**src/logic/capm_pkg.sv**
```systemverilog
// capm_pkg: shared constants and carriers for the core addressing and power-mode block.
// assumes a single core_clk domain; no register bus beyond the plain command port.
package capm_pkg;

   localparam int unsigned PC_W     = 14;
   localparam int unsigned RAM_AW   = 10;
   localparam int unsigned ROM_W    = 10;
   localparam int unsigned NIB_W    = 4;
   localparam int unsigned MREG_N   = 16;
   localparam int unsigned PAGE_LO  = 8;
   localparam int unsigned ZP_W     = 6;
   localparam int unsigned TBL_AFLAG_BIT = 8;
   localparam int unsigned TBL_PFLAG_BIT = 9;

   localparam logic [PC_W-1:0]  PC_RST      = 14'h0000;
   localparam logic [NIB_W-1:0] NIB_RST     = 4'h0;
   localparam logic [7:0]       PAGE_LAST   = 8'hff;
   localparam logic [RAM_AW-1:0] MREG_BASE  = 10'h020;

   // clock divide choices for the instruction clock
   localparam logic [1:0] DIV_SEL_16 = 2'h0;
   localparam logic [1:0] DIV_SEL_8  = 2'h1;
   localparam logic [1:0] DIV_SEL_4  = 2'h2;
   localparam int unsigned DIV_CNT_W = 4;

   typedef enum logic [3:0] {
      CAPM_OP_NOP,
      CAPM_OP_LONG_JUMP,
      CAPM_OP_LONG_GOTO_ALT,
      CAPM_OP_LONG_CALL,
      CAPM_OP_PAGE_JUMP,
      CAPM_OP_ZERO_CALL,
      CAPM_OP_TABLE_JUMP,
      CAPM_OP_TABLE_FETCH,
      CAPM_OP_MEM_IND,
      CAPM_OP_MEM_DIR,
      CAPM_OP_MEMREG_LOAD,
      CAPM_OP_MEMREG_SWAP,
      CAPM_OP_STANDBY,
      CAPM_OP_STOP
   } capm_op_t;

   typedef enum logic [1:0] {
      CAPM_RUN,
      CAPM_STANDBY,
      CAPM_STOPPED
   } capm_mode_t;

   // one decoded instruction as presented by the fetch/decode logic
   typedef struct packed {
      logic              valid;
      capm_op_t          op;
      logic [PC_W-1:0]   imm;
      logic              two_word;
   } capm_instr_t;

   // resulting ram access request
   typedef struct packed {
      logic              valid;
      logic [RAM_AW-1:0] addr;
      logic              memreg;
   } capm_ram_req_t;

endpackage

```
**src/logic/capm_core.sv**
```systemverilog
// capm_core: program counter, ram address forming, table fetch routing,
// instruction clock divider and the standby/stop sequencer of a 4-bit core.
// assumes the decoder presents one instruction per instruction-clock tick.
// Overview of operation
// - standby gates the execution clock; oscillator, interrupts and timer keep running
// - standby keeps registers, ram and pins exactly as before entry
// - reset pressed during standby gives a complete device reset
// - interrupt wake: taken if enable set, otherwise held pending and resume next
// - stop halts oscillator, execution, interrupts and timer
// - pins are high impedance in stop mode
// - ram survives stop recovery; working registers need not
// - reset from stop keeps ram; ordinary reset leaves working registers undefined
// - instruction clock is oscillator divided by 16, 8 or 4, fixed at build
// - indirect ram address is bank, column and digit pointer concatenated
// - direct ram access uses the full 10-bit second word as address
// - 16-digit memory-register area reached only by its load and swap ops
// - long jump, long goto and call load all 14 pc bits
// - 256-word pages; page jump replaces only low eight pc bits
// - page jump at last page word targets the following page
// - zero-page call loads six bits and clears pc bits 13 to 6
// - table jump target built from immediate, accumulator and auxiliary register
// - table fetch with bit 8 set writes data to accumulator and auxiliary
// - bit 9 set writes port registers; both bits write both at once
// - table fetch leaves pc to its normal sequential advance
// - interrupt enable clears on reset and inhibits all interrupts while low
`timescale 1ns/100ps
`default_nettype none

module capm_core #(
   parameter logic [1:0] DIV_SEL = capm_pkg::DIV_SEL_8
) (
   input  wire logic                                  core_clk,
   input  wire logic                                  rst_n,
   input  wire logic                                  stop_recover,
   input  wire capm_pkg::capm_instr_t                 instr,
   input  wire logic                                  irq_req,
   input  wire logic                                  irq_en_set,
   input  wire logic                                  irq_en_clr,
   input  wire logic [capm_pkg::ROM_W-1:0]            rom_word,
   input  wire logic [capm_pkg::NIB_W-1:0]            acc_wr_data,
   input  wire logic                                  acc_wr,
   input  wire logic [1:0]                            bank_in,
   input  wire logic [capm_pkg::NIB_W-1:0]            col_in,
   input  wire logic [capm_pkg::NIB_W-1:0]            digit_in,
   input  wire logic                                  ptr_wr,
   output logic [capm_pkg::PC_W-1:0]                  pc,
   output logic                                       instr_tick,
   output logic                                       timer_tick,
   output logic                                       osc_run,
   output logic                                       irq_take,
   output logic                                       irq_pending,
   output logic                                       irq_en,
   output logic [capm_pkg::NIB_W-1:0]                 acc,
   output logic [capm_pkg::NIB_W-1:0]                 aux,
   output logic [7:0]                                 table_out_port_lo_hi,
   output capm_pkg::capm_ram_req_t                    ram_req,
   output logic [capm_pkg::PC_W-1:0]                  table_addr,
   output logic                                       pins_hiz,
   output capm_pkg::capm_mode_t                       mode
);

   typedef struct packed {
      logic [capm_pkg::DIV_CNT_W-1:0] div_cnt;
      logic                           tick;
      capm_pkg::capm_mode_t           mode;
      logic [capm_pkg::PC_W-1:0]      pc;
      logic                           irq_en;
      logic                           irq_pend;
      logic                           irq_take;
      logic [capm_pkg::NIB_W-1:0]     acc;
      logic [capm_pkg::NIB_W-1:0]     aux;
      logic [1:0]                     bank;
      logic [capm_pkg::NIB_W-1:0]     col;
      logic [capm_pkg::NIB_W-1:0]     digit;
      logic [3:0]                     port_lo;
      logic [3:0]                     port_hi;
      capm_pkg::capm_ram_req_t        ram;
   } capm_state_t;

   capm_state_t s_q;
   capm_state_t s_d;
   logic        rst_int_n;
   // synchroniser kept apart from the state struct: it resets from the pin, the rest from it
   logic [1:0]  rst_sync_q;

   // divider terminal count for the build-time ratio
   function automatic logic [capm_pkg::DIV_CNT_W-1:0] div_last(input logic [1:0] sel);
      case (sel)
         capm_pkg::DIV_SEL_16: div_last = 4'hf;
         capm_pkg::DIV_SEL_4:  div_last = 4'h3;
         default:              div_last = 4'h7;
      endcase
   endfunction

   // target built from immediate, accumulator, auxiliary
   // immediate high, accumulator middle, auxiliary low
   function automatic logic [capm_pkg::PC_W-1:0] tbl_target(
      input logic [3:0] imm4,
      input logic [3:0] a,
      input logic [3:0] b
   );
      tbl_target = {2'h0, imm4, a, b};
   endfunction

   assign rst_int_n = rst_sync_q[1];

   always_comb begin
      logic [capm_pkg::PC_W-1:0] pc_seq;
      logic                      exec;
      pc_seq = '0;
      exec   = 1'b0;
      s_d    = s_q;
      s_d.irq_take = 1'b0;
      s_d.ram.valid = 1'b0;

      if (s_q.mode == capm_pkg::CAPM_STOPPED) begin
         s_d.tick = 1'b0;
      // fixed divide ratio for the instruction clock
      end else if (s_q.div_cnt == div_last(DIV_SEL)) begin
         s_d.div_cnt = '0;
         s_d.tick    = 1'b1;
      end else begin
         s_d.div_cnt = s_q.div_cnt + 4'h1;
         s_d.tick    = 1'b0;
      end

      if (irq_en_clr) begin
         s_d.irq_en = 1'b0;
      end else if (irq_en_set) begin
         s_d.irq_en = 1'b1;
      end

      // interrupt logic keeps sampling requests in standby
      if (irq_req && s_q.mode != capm_pkg::CAPM_STOPPED) begin
         s_d.irq_pend = 1'b1;
      end

      // execution only on ticks while running
      exec = s_q.tick && (s_q.mode == capm_pkg::CAPM_RUN);

      if (s_q.mode == capm_pkg::CAPM_STANDBY && s_q.tick && s_q.irq_pend) begin
         // wake; take it only if enabled, else stay pending
         s_d.mode = capm_pkg::CAPM_RUN;
         if (s_q.irq_en) begin
            s_d.irq_take = 1'b1;
            s_d.irq_pend = irq_req;
            s_d.irq_en   = 1'b0;
         end
      end else if (exec && s_q.irq_pend && s_q.irq_en) begin
         s_d.irq_take = 1'b1;
         s_d.irq_pend = irq_req;
         s_d.irq_en   = 1'b0;
      end else if (exec && instr.valid) begin
         // one per word, two for two-word instructions
         pc_seq = s_q.pc + (instr.two_word ? 14'h0002 : 14'h0001);
         s_d.pc = pc_seq;
         case (instr.op)
            capm_pkg::CAPM_OP_LONG_JUMP,
            capm_pkg::CAPM_OP_LONG_GOTO_ALT,
            capm_pkg::CAPM_OP_LONG_CALL: begin
               s_d.pc = instr.imm;
            end
            // low byte replaced; page taken from the advanced pc
            capm_pkg::CAPM_OP_PAGE_JUMP: begin
               s_d.pc = {pc_seq[capm_pkg::PC_W-1:capm_pkg::PAGE_LO], instr.imm[7:0]};
            end
            // six low bits, upper eight cleared
            capm_pkg::CAPM_OP_ZERO_CALL: begin
               s_d.pc = {8'h00, instr.imm[capm_pkg::ZP_W-1:0]};
            end
            capm_pkg::CAPM_OP_TABLE_JUMP: begin
               s_d.pc = tbl_target(instr.imm[3:0], s_q.acc, s_q.aux);
            end
            // pc only advances; route by flag bits
            capm_pkg::CAPM_OP_TABLE_FETCH: begin
               if (rom_word[capm_pkg::TBL_AFLAG_BIT]) begin
                  s_d.acc = rom_word[7:4];
                  s_d.aux = rom_word[3:0];
               end
               if (rom_word[capm_pkg::TBL_PFLAG_BIT]) begin
                  s_d.port_hi = rom_word[7:4];
                  s_d.port_lo = rom_word[3:0];
               end
            end
            capm_pkg::CAPM_OP_MEM_IND: begin
               s_d.ram = '{valid: 1'b1, addr: {s_q.bank, s_q.col, s_q.digit}, memreg: 1'b0};
            end
            // second word is the whole address
            capm_pkg::CAPM_OP_MEM_DIR: begin
               s_d.ram = '{valid: 1'b1, addr: instr.imm[capm_pkg::RAM_AW-1:0], memreg: 1'b0};
            end
            // memory-register window only through these two ops
            capm_pkg::CAPM_OP_MEMREG_LOAD,
            capm_pkg::CAPM_OP_MEMREG_SWAP: begin
               s_d.ram = '{valid: 1'b1,
                           addr: capm_pkg::MREG_BASE | {6'h00, instr.imm[3:0]},
                           memreg: 1'b1};
            end
            // entering standby touches no state but the mode and the sequential pc advance
            capm_pkg::CAPM_OP_STANDBY: begin
               s_d.mode = capm_pkg::CAPM_STANDBY;
            end
            capm_pkg::CAPM_OP_STOP: begin
               s_d.mode = capm_pkg::CAPM_STOPPED;
            end
            default: begin
            end
         endcase
      end

      if (exec && acc_wr) begin
         s_d.acc = acc_wr_data;
      end
      if (exec && ptr_wr) begin
         s_d.bank  = bank_in;
         s_d.col   = col_in;
         s_d.digit = digit_in;
      end
   end

   always_ff @(posedge core_clk or negedge rst_n) begin
      if (!rst_n) begin
         rst_sync_q <= 2'h0;
      end else begin
         rst_sync_q <= {rst_sync_q[0], 1'b1};
      end
   end

   // any reset, including from standby, restores the full reset state
   // working registers get a value anyway; software must not rely on it
   always_ff @(posedge core_clk or negedge rst_int_n) begin
      if (!rst_int_n) begin
         s_q.div_cnt  <= '0;
         s_q.tick     <= 1'b0;
         s_q.mode     <= capm_pkg::CAPM_RUN;
         s_q.pc       <= capm_pkg::PC_RST;
         s_q.irq_en   <= 1'b0;
         s_q.irq_pend <= 1'b0;
         s_q.irq_take <= 1'b0;
         s_q.acc      <= capm_pkg::NIB_RST;
         s_q.aux      <= capm_pkg::NIB_RST;
         s_q.bank     <= 2'h0;
         s_q.col      <= capm_pkg::NIB_RST;
         s_q.digit    <= capm_pkg::NIB_RST;
         s_q.port_lo  <= capm_pkg::NIB_RST;
         s_q.port_hi  <= capm_pkg::NIB_RST;
         s_q.ram      <= '0;
      end else begin
         s_q.div_cnt  <= s_d.div_cnt;
         s_q.tick     <= s_d.tick;
         s_q.mode     <= s_d.mode;
         s_q.pc       <= s_d.pc;
         s_q.irq_en   <= s_d.irq_en;
         s_q.irq_pend <= s_d.irq_pend;
         s_q.irq_take <= s_d.irq_take;
         s_q.acc      <= s_d.acc;
         s_q.aux      <= s_d.aux;
         s_q.bank     <= s_d.bank;
         s_q.col      <= s_d.col;
         s_q.digit    <= s_d.digit;
         s_q.port_lo  <= s_d.port_lo;
         s_q.port_hi  <= s_d.port_hi;
         s_q.ram      <= s_d.ram;
      end
   end

   assign pc                   = s_q.pc;
   assign instr_tick           = s_q.tick && (s_q.mode == capm_pkg::CAPM_RUN);
   // timer keeps its clock in standby
   assign timer_tick           = s_q.tick;
   assign osc_run              = (s_q.mode != capm_pkg::CAPM_STOPPED);
   assign irq_take             = s_q.irq_take;
   assign irq_pending          = s_q.irq_pend;
   assign irq_en               = s_q.irq_en;
   assign acc                  = s_q.acc;
   assign aux                  = s_q.aux;
   assign table_out_port_lo_hi = {s_q.port_hi, s_q.port_lo};
   assign ram_req              = s_q.ram;
   assign table_addr           = tbl_target(instr.imm[3:0], s_q.acc, s_q.aux);
   // pins released while stopped; ram itself lives outside and is untouched
   assign pins_hiz             = (s_q.mode == capm_pkg::CAPM_STOPPED) | stop_recover;
   assign mode                 = s_q.mode;

endmodule // capm_core

`default_nettype wire

```
**config.mk**
```make
export PLATFORM = sky130hd
export DESIGN_NAME = capm_core
export DESIGN_NICKNAME = d
export VERILOG_FILES = /design/src/logic/capm_pkg.sv /design/src/logic/capm_core.sv
export SDC_FILE = /design/constraint.sdc
export NUM_CORES = 1
export LEC_CHECK = 0
export ABC_AREA = 1
export BUFFER_PORTS_ARGS = -buffer_cell sky130_fd_sc_hd__buf_4
export CORE_ASPECT_RATIO = 0.75
export CORE_MARGIN = 8
export CORE_UTILIZATION = 50
export DETAILED_ROUTE_END_ITERATION = 8
export PLACE_DENSITY = 0.83
export SKIP_CTS_REPAIR_TIMING = 1
export SYNTH_ARGS = -nofsm -noshare
export SYNTH_HDL_FRONTEND = slang
export SYNTH_SLANG_ARGS = --single-unit
```
**constraint.sdc**
```tcl
create_clock -name core_clk -period 3.5 [get_ports core_clk]
set_input_delay 0.7 -clock core_clk [delete_from_list [all_inputs] [get_ports core_clk]]
set_output_delay 0.7 -clock core_clk [all_outputs]
set_load 0.05 [all_outputs]
```
# Word-level counts from Yosys, hierarchy flattened
# Index checks and enable logic that the tools add are counted.
[classes]
n_mux = 24
reduce_logical = 24
add_sub_neg = 2
eq_ne = 20
bitwise_logic = 3
[op_table]
columns = ["operator", "count"]
rows = [
  ["14-bit one-hot mux with 4 select lines", 1],
  ["8-bit 2-to-1 mux", 5],
  ["12-bit 2-to-1 mux", 3],
  ["12-bit one-hot mux with 3 select lines", 1],
  ["16-bit 2-to-1 mux", 2],
  ["4-bit == test (second input constant)", 6],
  ["4-bit by 3-bit == test with 1-bit output (second input constant)", 5],
  ["5-bit AND reduction", 3],
  ["14-bit by 2-bit adder with 14-bit output", 1],
  ["1-bit logical AND", 9],
  ["3-bit 2-to-1 mux", 3],
  ["4-bit by 2-bit == test with 1-bit output (second input constant)", 2],
  ["2-bit nonzero test", 4],
  ["3-bit AND reduction", 2],
  ["3-bit nonzero test", 2],
  ["5-bit 2-to-1 mux", 1],
  ["4-bit by 1-bit adder with 4-bit output (second input constant)", 1],
  ["4-bit by 1-bit == test with 1-bit output (second input constant)", 1],
  ["1-bit 2-to-1 mux", 4],
  ["2-bit 2-to-1 mux", 2],
  ["4-bit 2-to-1 mux", 1],
  ["2-bit by 1-bit inequality test with 1-bit output (second input constant)", 2],
  ["2-bit inequality test (second input constant)", 2],
  ["2-bit one-hot mux with 2 select lines", 1],
  ["other kinds (8)", 9],
]
[word_totals]
register_bits = 64
wordCells = 91
output_inout_bits = 65

# Logic depth before layout (Yosys ltp)
[logic_depth]
word_depth = 7
ltp_mapped = 12
depth_no_buf = 12

# Least setup slack after synthesis
# OpenSTA, ideal clock, no wires.
[synth_timing]
path_kind = "in2reg"
start = "input instr[0] in the netlist's numbering"
end = "register pc[12] (netlist name)"
t_arrival_ns = 1.993
path_stages = 12
n_path_buf = 0
setup_slack_ns = 1.385
cell_sequence = "inv_1 > ha_1 > inv_1 > fa_1 > inv_1 > nand2_1 > nor2_2 > nand3_1 > nand2_1 > nand2_1 > nand2_1 > a21oi_1"
[synth_between]
elab_chain_len = 3
[synth_rtl]
columns = ["element", "line_no", "source"]
rows = [
  ["start, declared", "capm_core.sv:35", "input wire capm_pkg::capm_instr_t instr,"],
  ["2-bit 2-to-1 mux", "capm_core.sv:155", "pc_seq = s_q.pc + (instr.two_word ? 14'h0002 : 14'h0001);"],
  ["14-bit by 2-bit adder with 14-bit output", "capm_core.sv:155", ""],
  ["14-bit one-hot mux with 4 select lines", "capm_core.sv:157", "case (instr.op)"],
]
# No other way between the ends.
# A chain may end at the register's enable or synchronous reset.

# Final worst setup path
[layout_timing]
start = "input instr[0] in the netlist's numbering"
end = "register pc[10] (netlist name)"
[layout_between]
elab_chain_len = 3
[layout_rtl]
columns = ["element", "line_no"]
rows = [
  ["2-bit 2-to-1 mux", "capm_core.sv:155"],
  ["14-bit by 2-bit adder with 14-bit output", "capm_core.sv:155"],
  ["14-bit one-hot mux with 4 select lines", "capm_core.sv:157"],
]
# No other way between the ends.

==> flow_summary.toml <==
[outcome]
outcome = "finished clean"

[placement]
place.gp.congestion = 0.910
place_hpwl_mm = 7.64
io_buffers = 114
placed_cell_area_um2 = 4270

[global_route]
grtUsageMet2_pct = 30.2
gr-usage-met3_pct = 7.87
antenna_found_initial = 0
grt_pass1_vias = 3477
grt_pass1_wl_mm = 16.5
grt_max_degree = 52
met1_usage_pct = 23.9
grt_overflow = 0
grt_use_total_pct = 19.5
top_usage_layer = "met2"

[drt]
vias_per_cell = 5.11
ant_nets = 0
post_drt_wl_per_cell_um = 15.3
drtPass1Iterations = 4
wirelength_mm = 9.82
drtIter0Drc = 180
via_count = 3270
drcViolationCount = 0

[timing]
finalSetupViolCount = 0
rsz0062_at_grt = "false"
max_slew_margin_pct = 25.2
maxSlewViolCount = 0
period_needed_ps = 2180
max_freq_ghz = 0.459
fin_crit_sh_pct = 62.3
worst_clock_skew_ps = 5.61
setup_tns_ps = 0
hold_viol = 0
tightest_slew_ps = 1120

[setup_path]
r2r_start = "mode[0]$_DFFE_PN0P_"
crit_start = "instr[0]"
crit_type = "in -> reg"
worst-r2r-setup-slack_ps = 1520
worst_ep_required_time_ps = 3770
critPathCapture = "pc[10]$_DFFE_PN0P_"
endpoint_kind = "flop"
ff2ff_path_depth = 8
path_max_fanout = 7
start_kind = "input pin"
cp.arrival_ps = 2450
regToRegEndpoint = "ram_req[8]$_DFFE_PN0P_"

[synthesis]
synthAdderAreaFrac_pct = 1.54
synthMuxAreaShare_pct = 3.01
syn_inst = 473
synth_seq_cells = 64
synth.distinct_cells = 33
ys_seq_area_share_pct = 42.8
synth_compound_area_share_pct = 9.36
synth_top_family_by_area = "simple AND/OR/NAND/NOR gates"
syn_area_um2 = 3740
yosysWarnings = 0
synth-xor-area-share_pct = 0.936
synth_simple_gate_area_share_pct = 24.6
syn_avg_cell_area_um2 = 7.92

[cells_and_area]
syn_to_final_growth_pct = 18.1
fin_area_um2 = 4420
diodes = 0
drive_above_1_share_pct = 29.7
layout.nets = 591

[clock_tree]
clkSinkCount = 64
cts_tree = "built"
cts_buffers = 9
clkLatencyLatePin_ps = 340
cts_root_buf = "clkbuf_8"
cts.htree.levels = 3
cts.clk_slew.worst_paths_ps = 70
cts.path.max_buffers = 2

[run]
cap_violations = 0

[floorplanning]
ios = 117
die-area_um2 = 10500
initial_utilization_pct = 51.3
die_h_um = 91.0
num_rows = 27
core-area_um2 = 7300
chipWidth_um = 116

[pwr]
p_leak_nw = 2.33
peakVddDrop_uv = 242
p_per_area_nw_per_um2 = 327

[worst_hold_path]
holdCritPathClass = "in -> async"
## cell usage after synthesis, drive strengths merged
| cell | n | area share [%] |
|---|---|---|
| a21o | 2 | 0.40 |
| a21oi | 17 | 2.3 |
| a22o | 1 | 0.23 |
| a22oi | 1 | 0.20 |
| buf | 66 | 13 |
| conb | 2 | 0.20 |
| dfrtp | 64 | 43 |
| fa | 1 | 0.53 |
| ha | 3 | 1.0 |
| inv | 48 | 4.8 |
| mux2 | 10 | 3.0 |
| nand2 | 112 | 11 |
| nand3 | 39 | 5.7 |
| nand3b | 2 | 0.40 |
| nand4 | 4 | 0.67 |
| nor2 | 47 | 5.3 |
| nor3 | 4 | 0.67 |
| nor4 | 1 | 0.17 |
| o211ai | 1 | 0.20 |
| o21a | 2 | 0.40 |
| o21ai | 40 | 5.4 |
| o31ai | 1 | 0.20 |
| or2 | 1 | 0.17 |
| xor2 | 4 | 0.94 |
## kinds of logic after synthesis
logic type / after synthesis
mux: 10
other cells: 2
xor+xnor: 4
flops: 64
compound gates: 65
simple gates: 210
buf+inv: 114
fa+ha+maj: 4
## final cells by class
| class | count | area (µm²) |
|---|---|---|
| clock inverter | 4 | 22.5 |
| tap | 101 | 126 |
| sequential | 64 | 1600 |
| multi-input combinational | 296 | 1490 |
| clock buffer | 11 | 131 |
| inverter | 48 | 180 |
| timing repair buffer | 116 | 871 |
| fill | 678 | 2870 |
## routing by layer
| metal | wire, µm | up-vias |
|---|---|---|
| li1 | - | 1579 |
| met1 | 4220 | 1530 |
| met2 | 4540 | 138 |
| met3 | 881 | 23 |
| met4 | 180 | 0 |
| met5 | 0 | - |
## worst min-delay path by stage
stage	startpoint	to	slack [ps]	cells past startpoint
finish	rst_n	rst_sync_q[1]$_DFF_PN0_	130	1
global route	rst_n	rst_sync_q[1]$_DFF_PN0_	110	1
CTS	rst_n	rst_sync_q[1]$_DFF_PN0_	120	1
detailed placement	rst_sync_q[0]$_DFF_PN0_	rst_sync_q[1]$_DFF_PN0_	340	0
global placement	rst_sync_q[0]$_DFF_PN0_	rst_sync_q[1]$_DFF_PN0_	340	0
floorplan	rst_sync_q[0]$_DFF_PN0_	rst_sync_q[1]$_DFF_PN0_	330	0
## metrics by stage
stage | power [W] | cells | utilization [%] | setup WS [ps] | hold slack, ps
floorplan | 0.000867 | 474 | - | 1390 | 331
global placement | 0.000934 | 625 | 58.5 | 1170 | 338
detailed placement | 0.000937 | 625 | 58.5 | 1000 | 341
CTS | 0.00145 | 640 | 60.6 | 1360 | 118
global route | 0.00151 | 640 | 60.6 | 1180 | 113
finish | 0.00145 | 640 | 60.6 | 1320 | 128
## critical path, cell delays in order
cell	delay, ps
buf_4	110
inv_1	110
ha_1	190
inv_1	60
fa_1	380
inv_1	110
nand2_1	80
nor2_2	290
nand3b_1	130
nand2_1	90
nand2_1	50
a21oi_1	140
## where the power goes
part / switching, W / internal, W
logic: 0.000100 / 0.0000624
clock network: 0.000274 / 0.000249
registers: 0.0000154 / 0.000745
## state kept, by name, summed over array words and instances (netlist names), 2 cells and up
register,count
s_q,14
acc,4
aux,4
ram_req,12
table_out_port_lo_hi,8
mode,2
rst_sync_q,2
pc,14
## placed cells by master (no fill, tap or decap), types with 3 or more instances in the layout
cell	n
inv_1	44
nor2_1	42
o21ai_1	10
inv_2	4
nand3_2	4
nand4_1	4
ha_1	3
nand2_1	108
o21ai_0	29
dfrtp_1	63
nand3_1	35
nor2_2	3
clkinv_2	3
nor3_1	3
mux2_2	10
conb_1	3
clkbuf_8	9
xor2_1	4
nand2_2	4
buf_4	116
a21oi_1	17
Note: power is estimated with default switching activity, not from simulation.
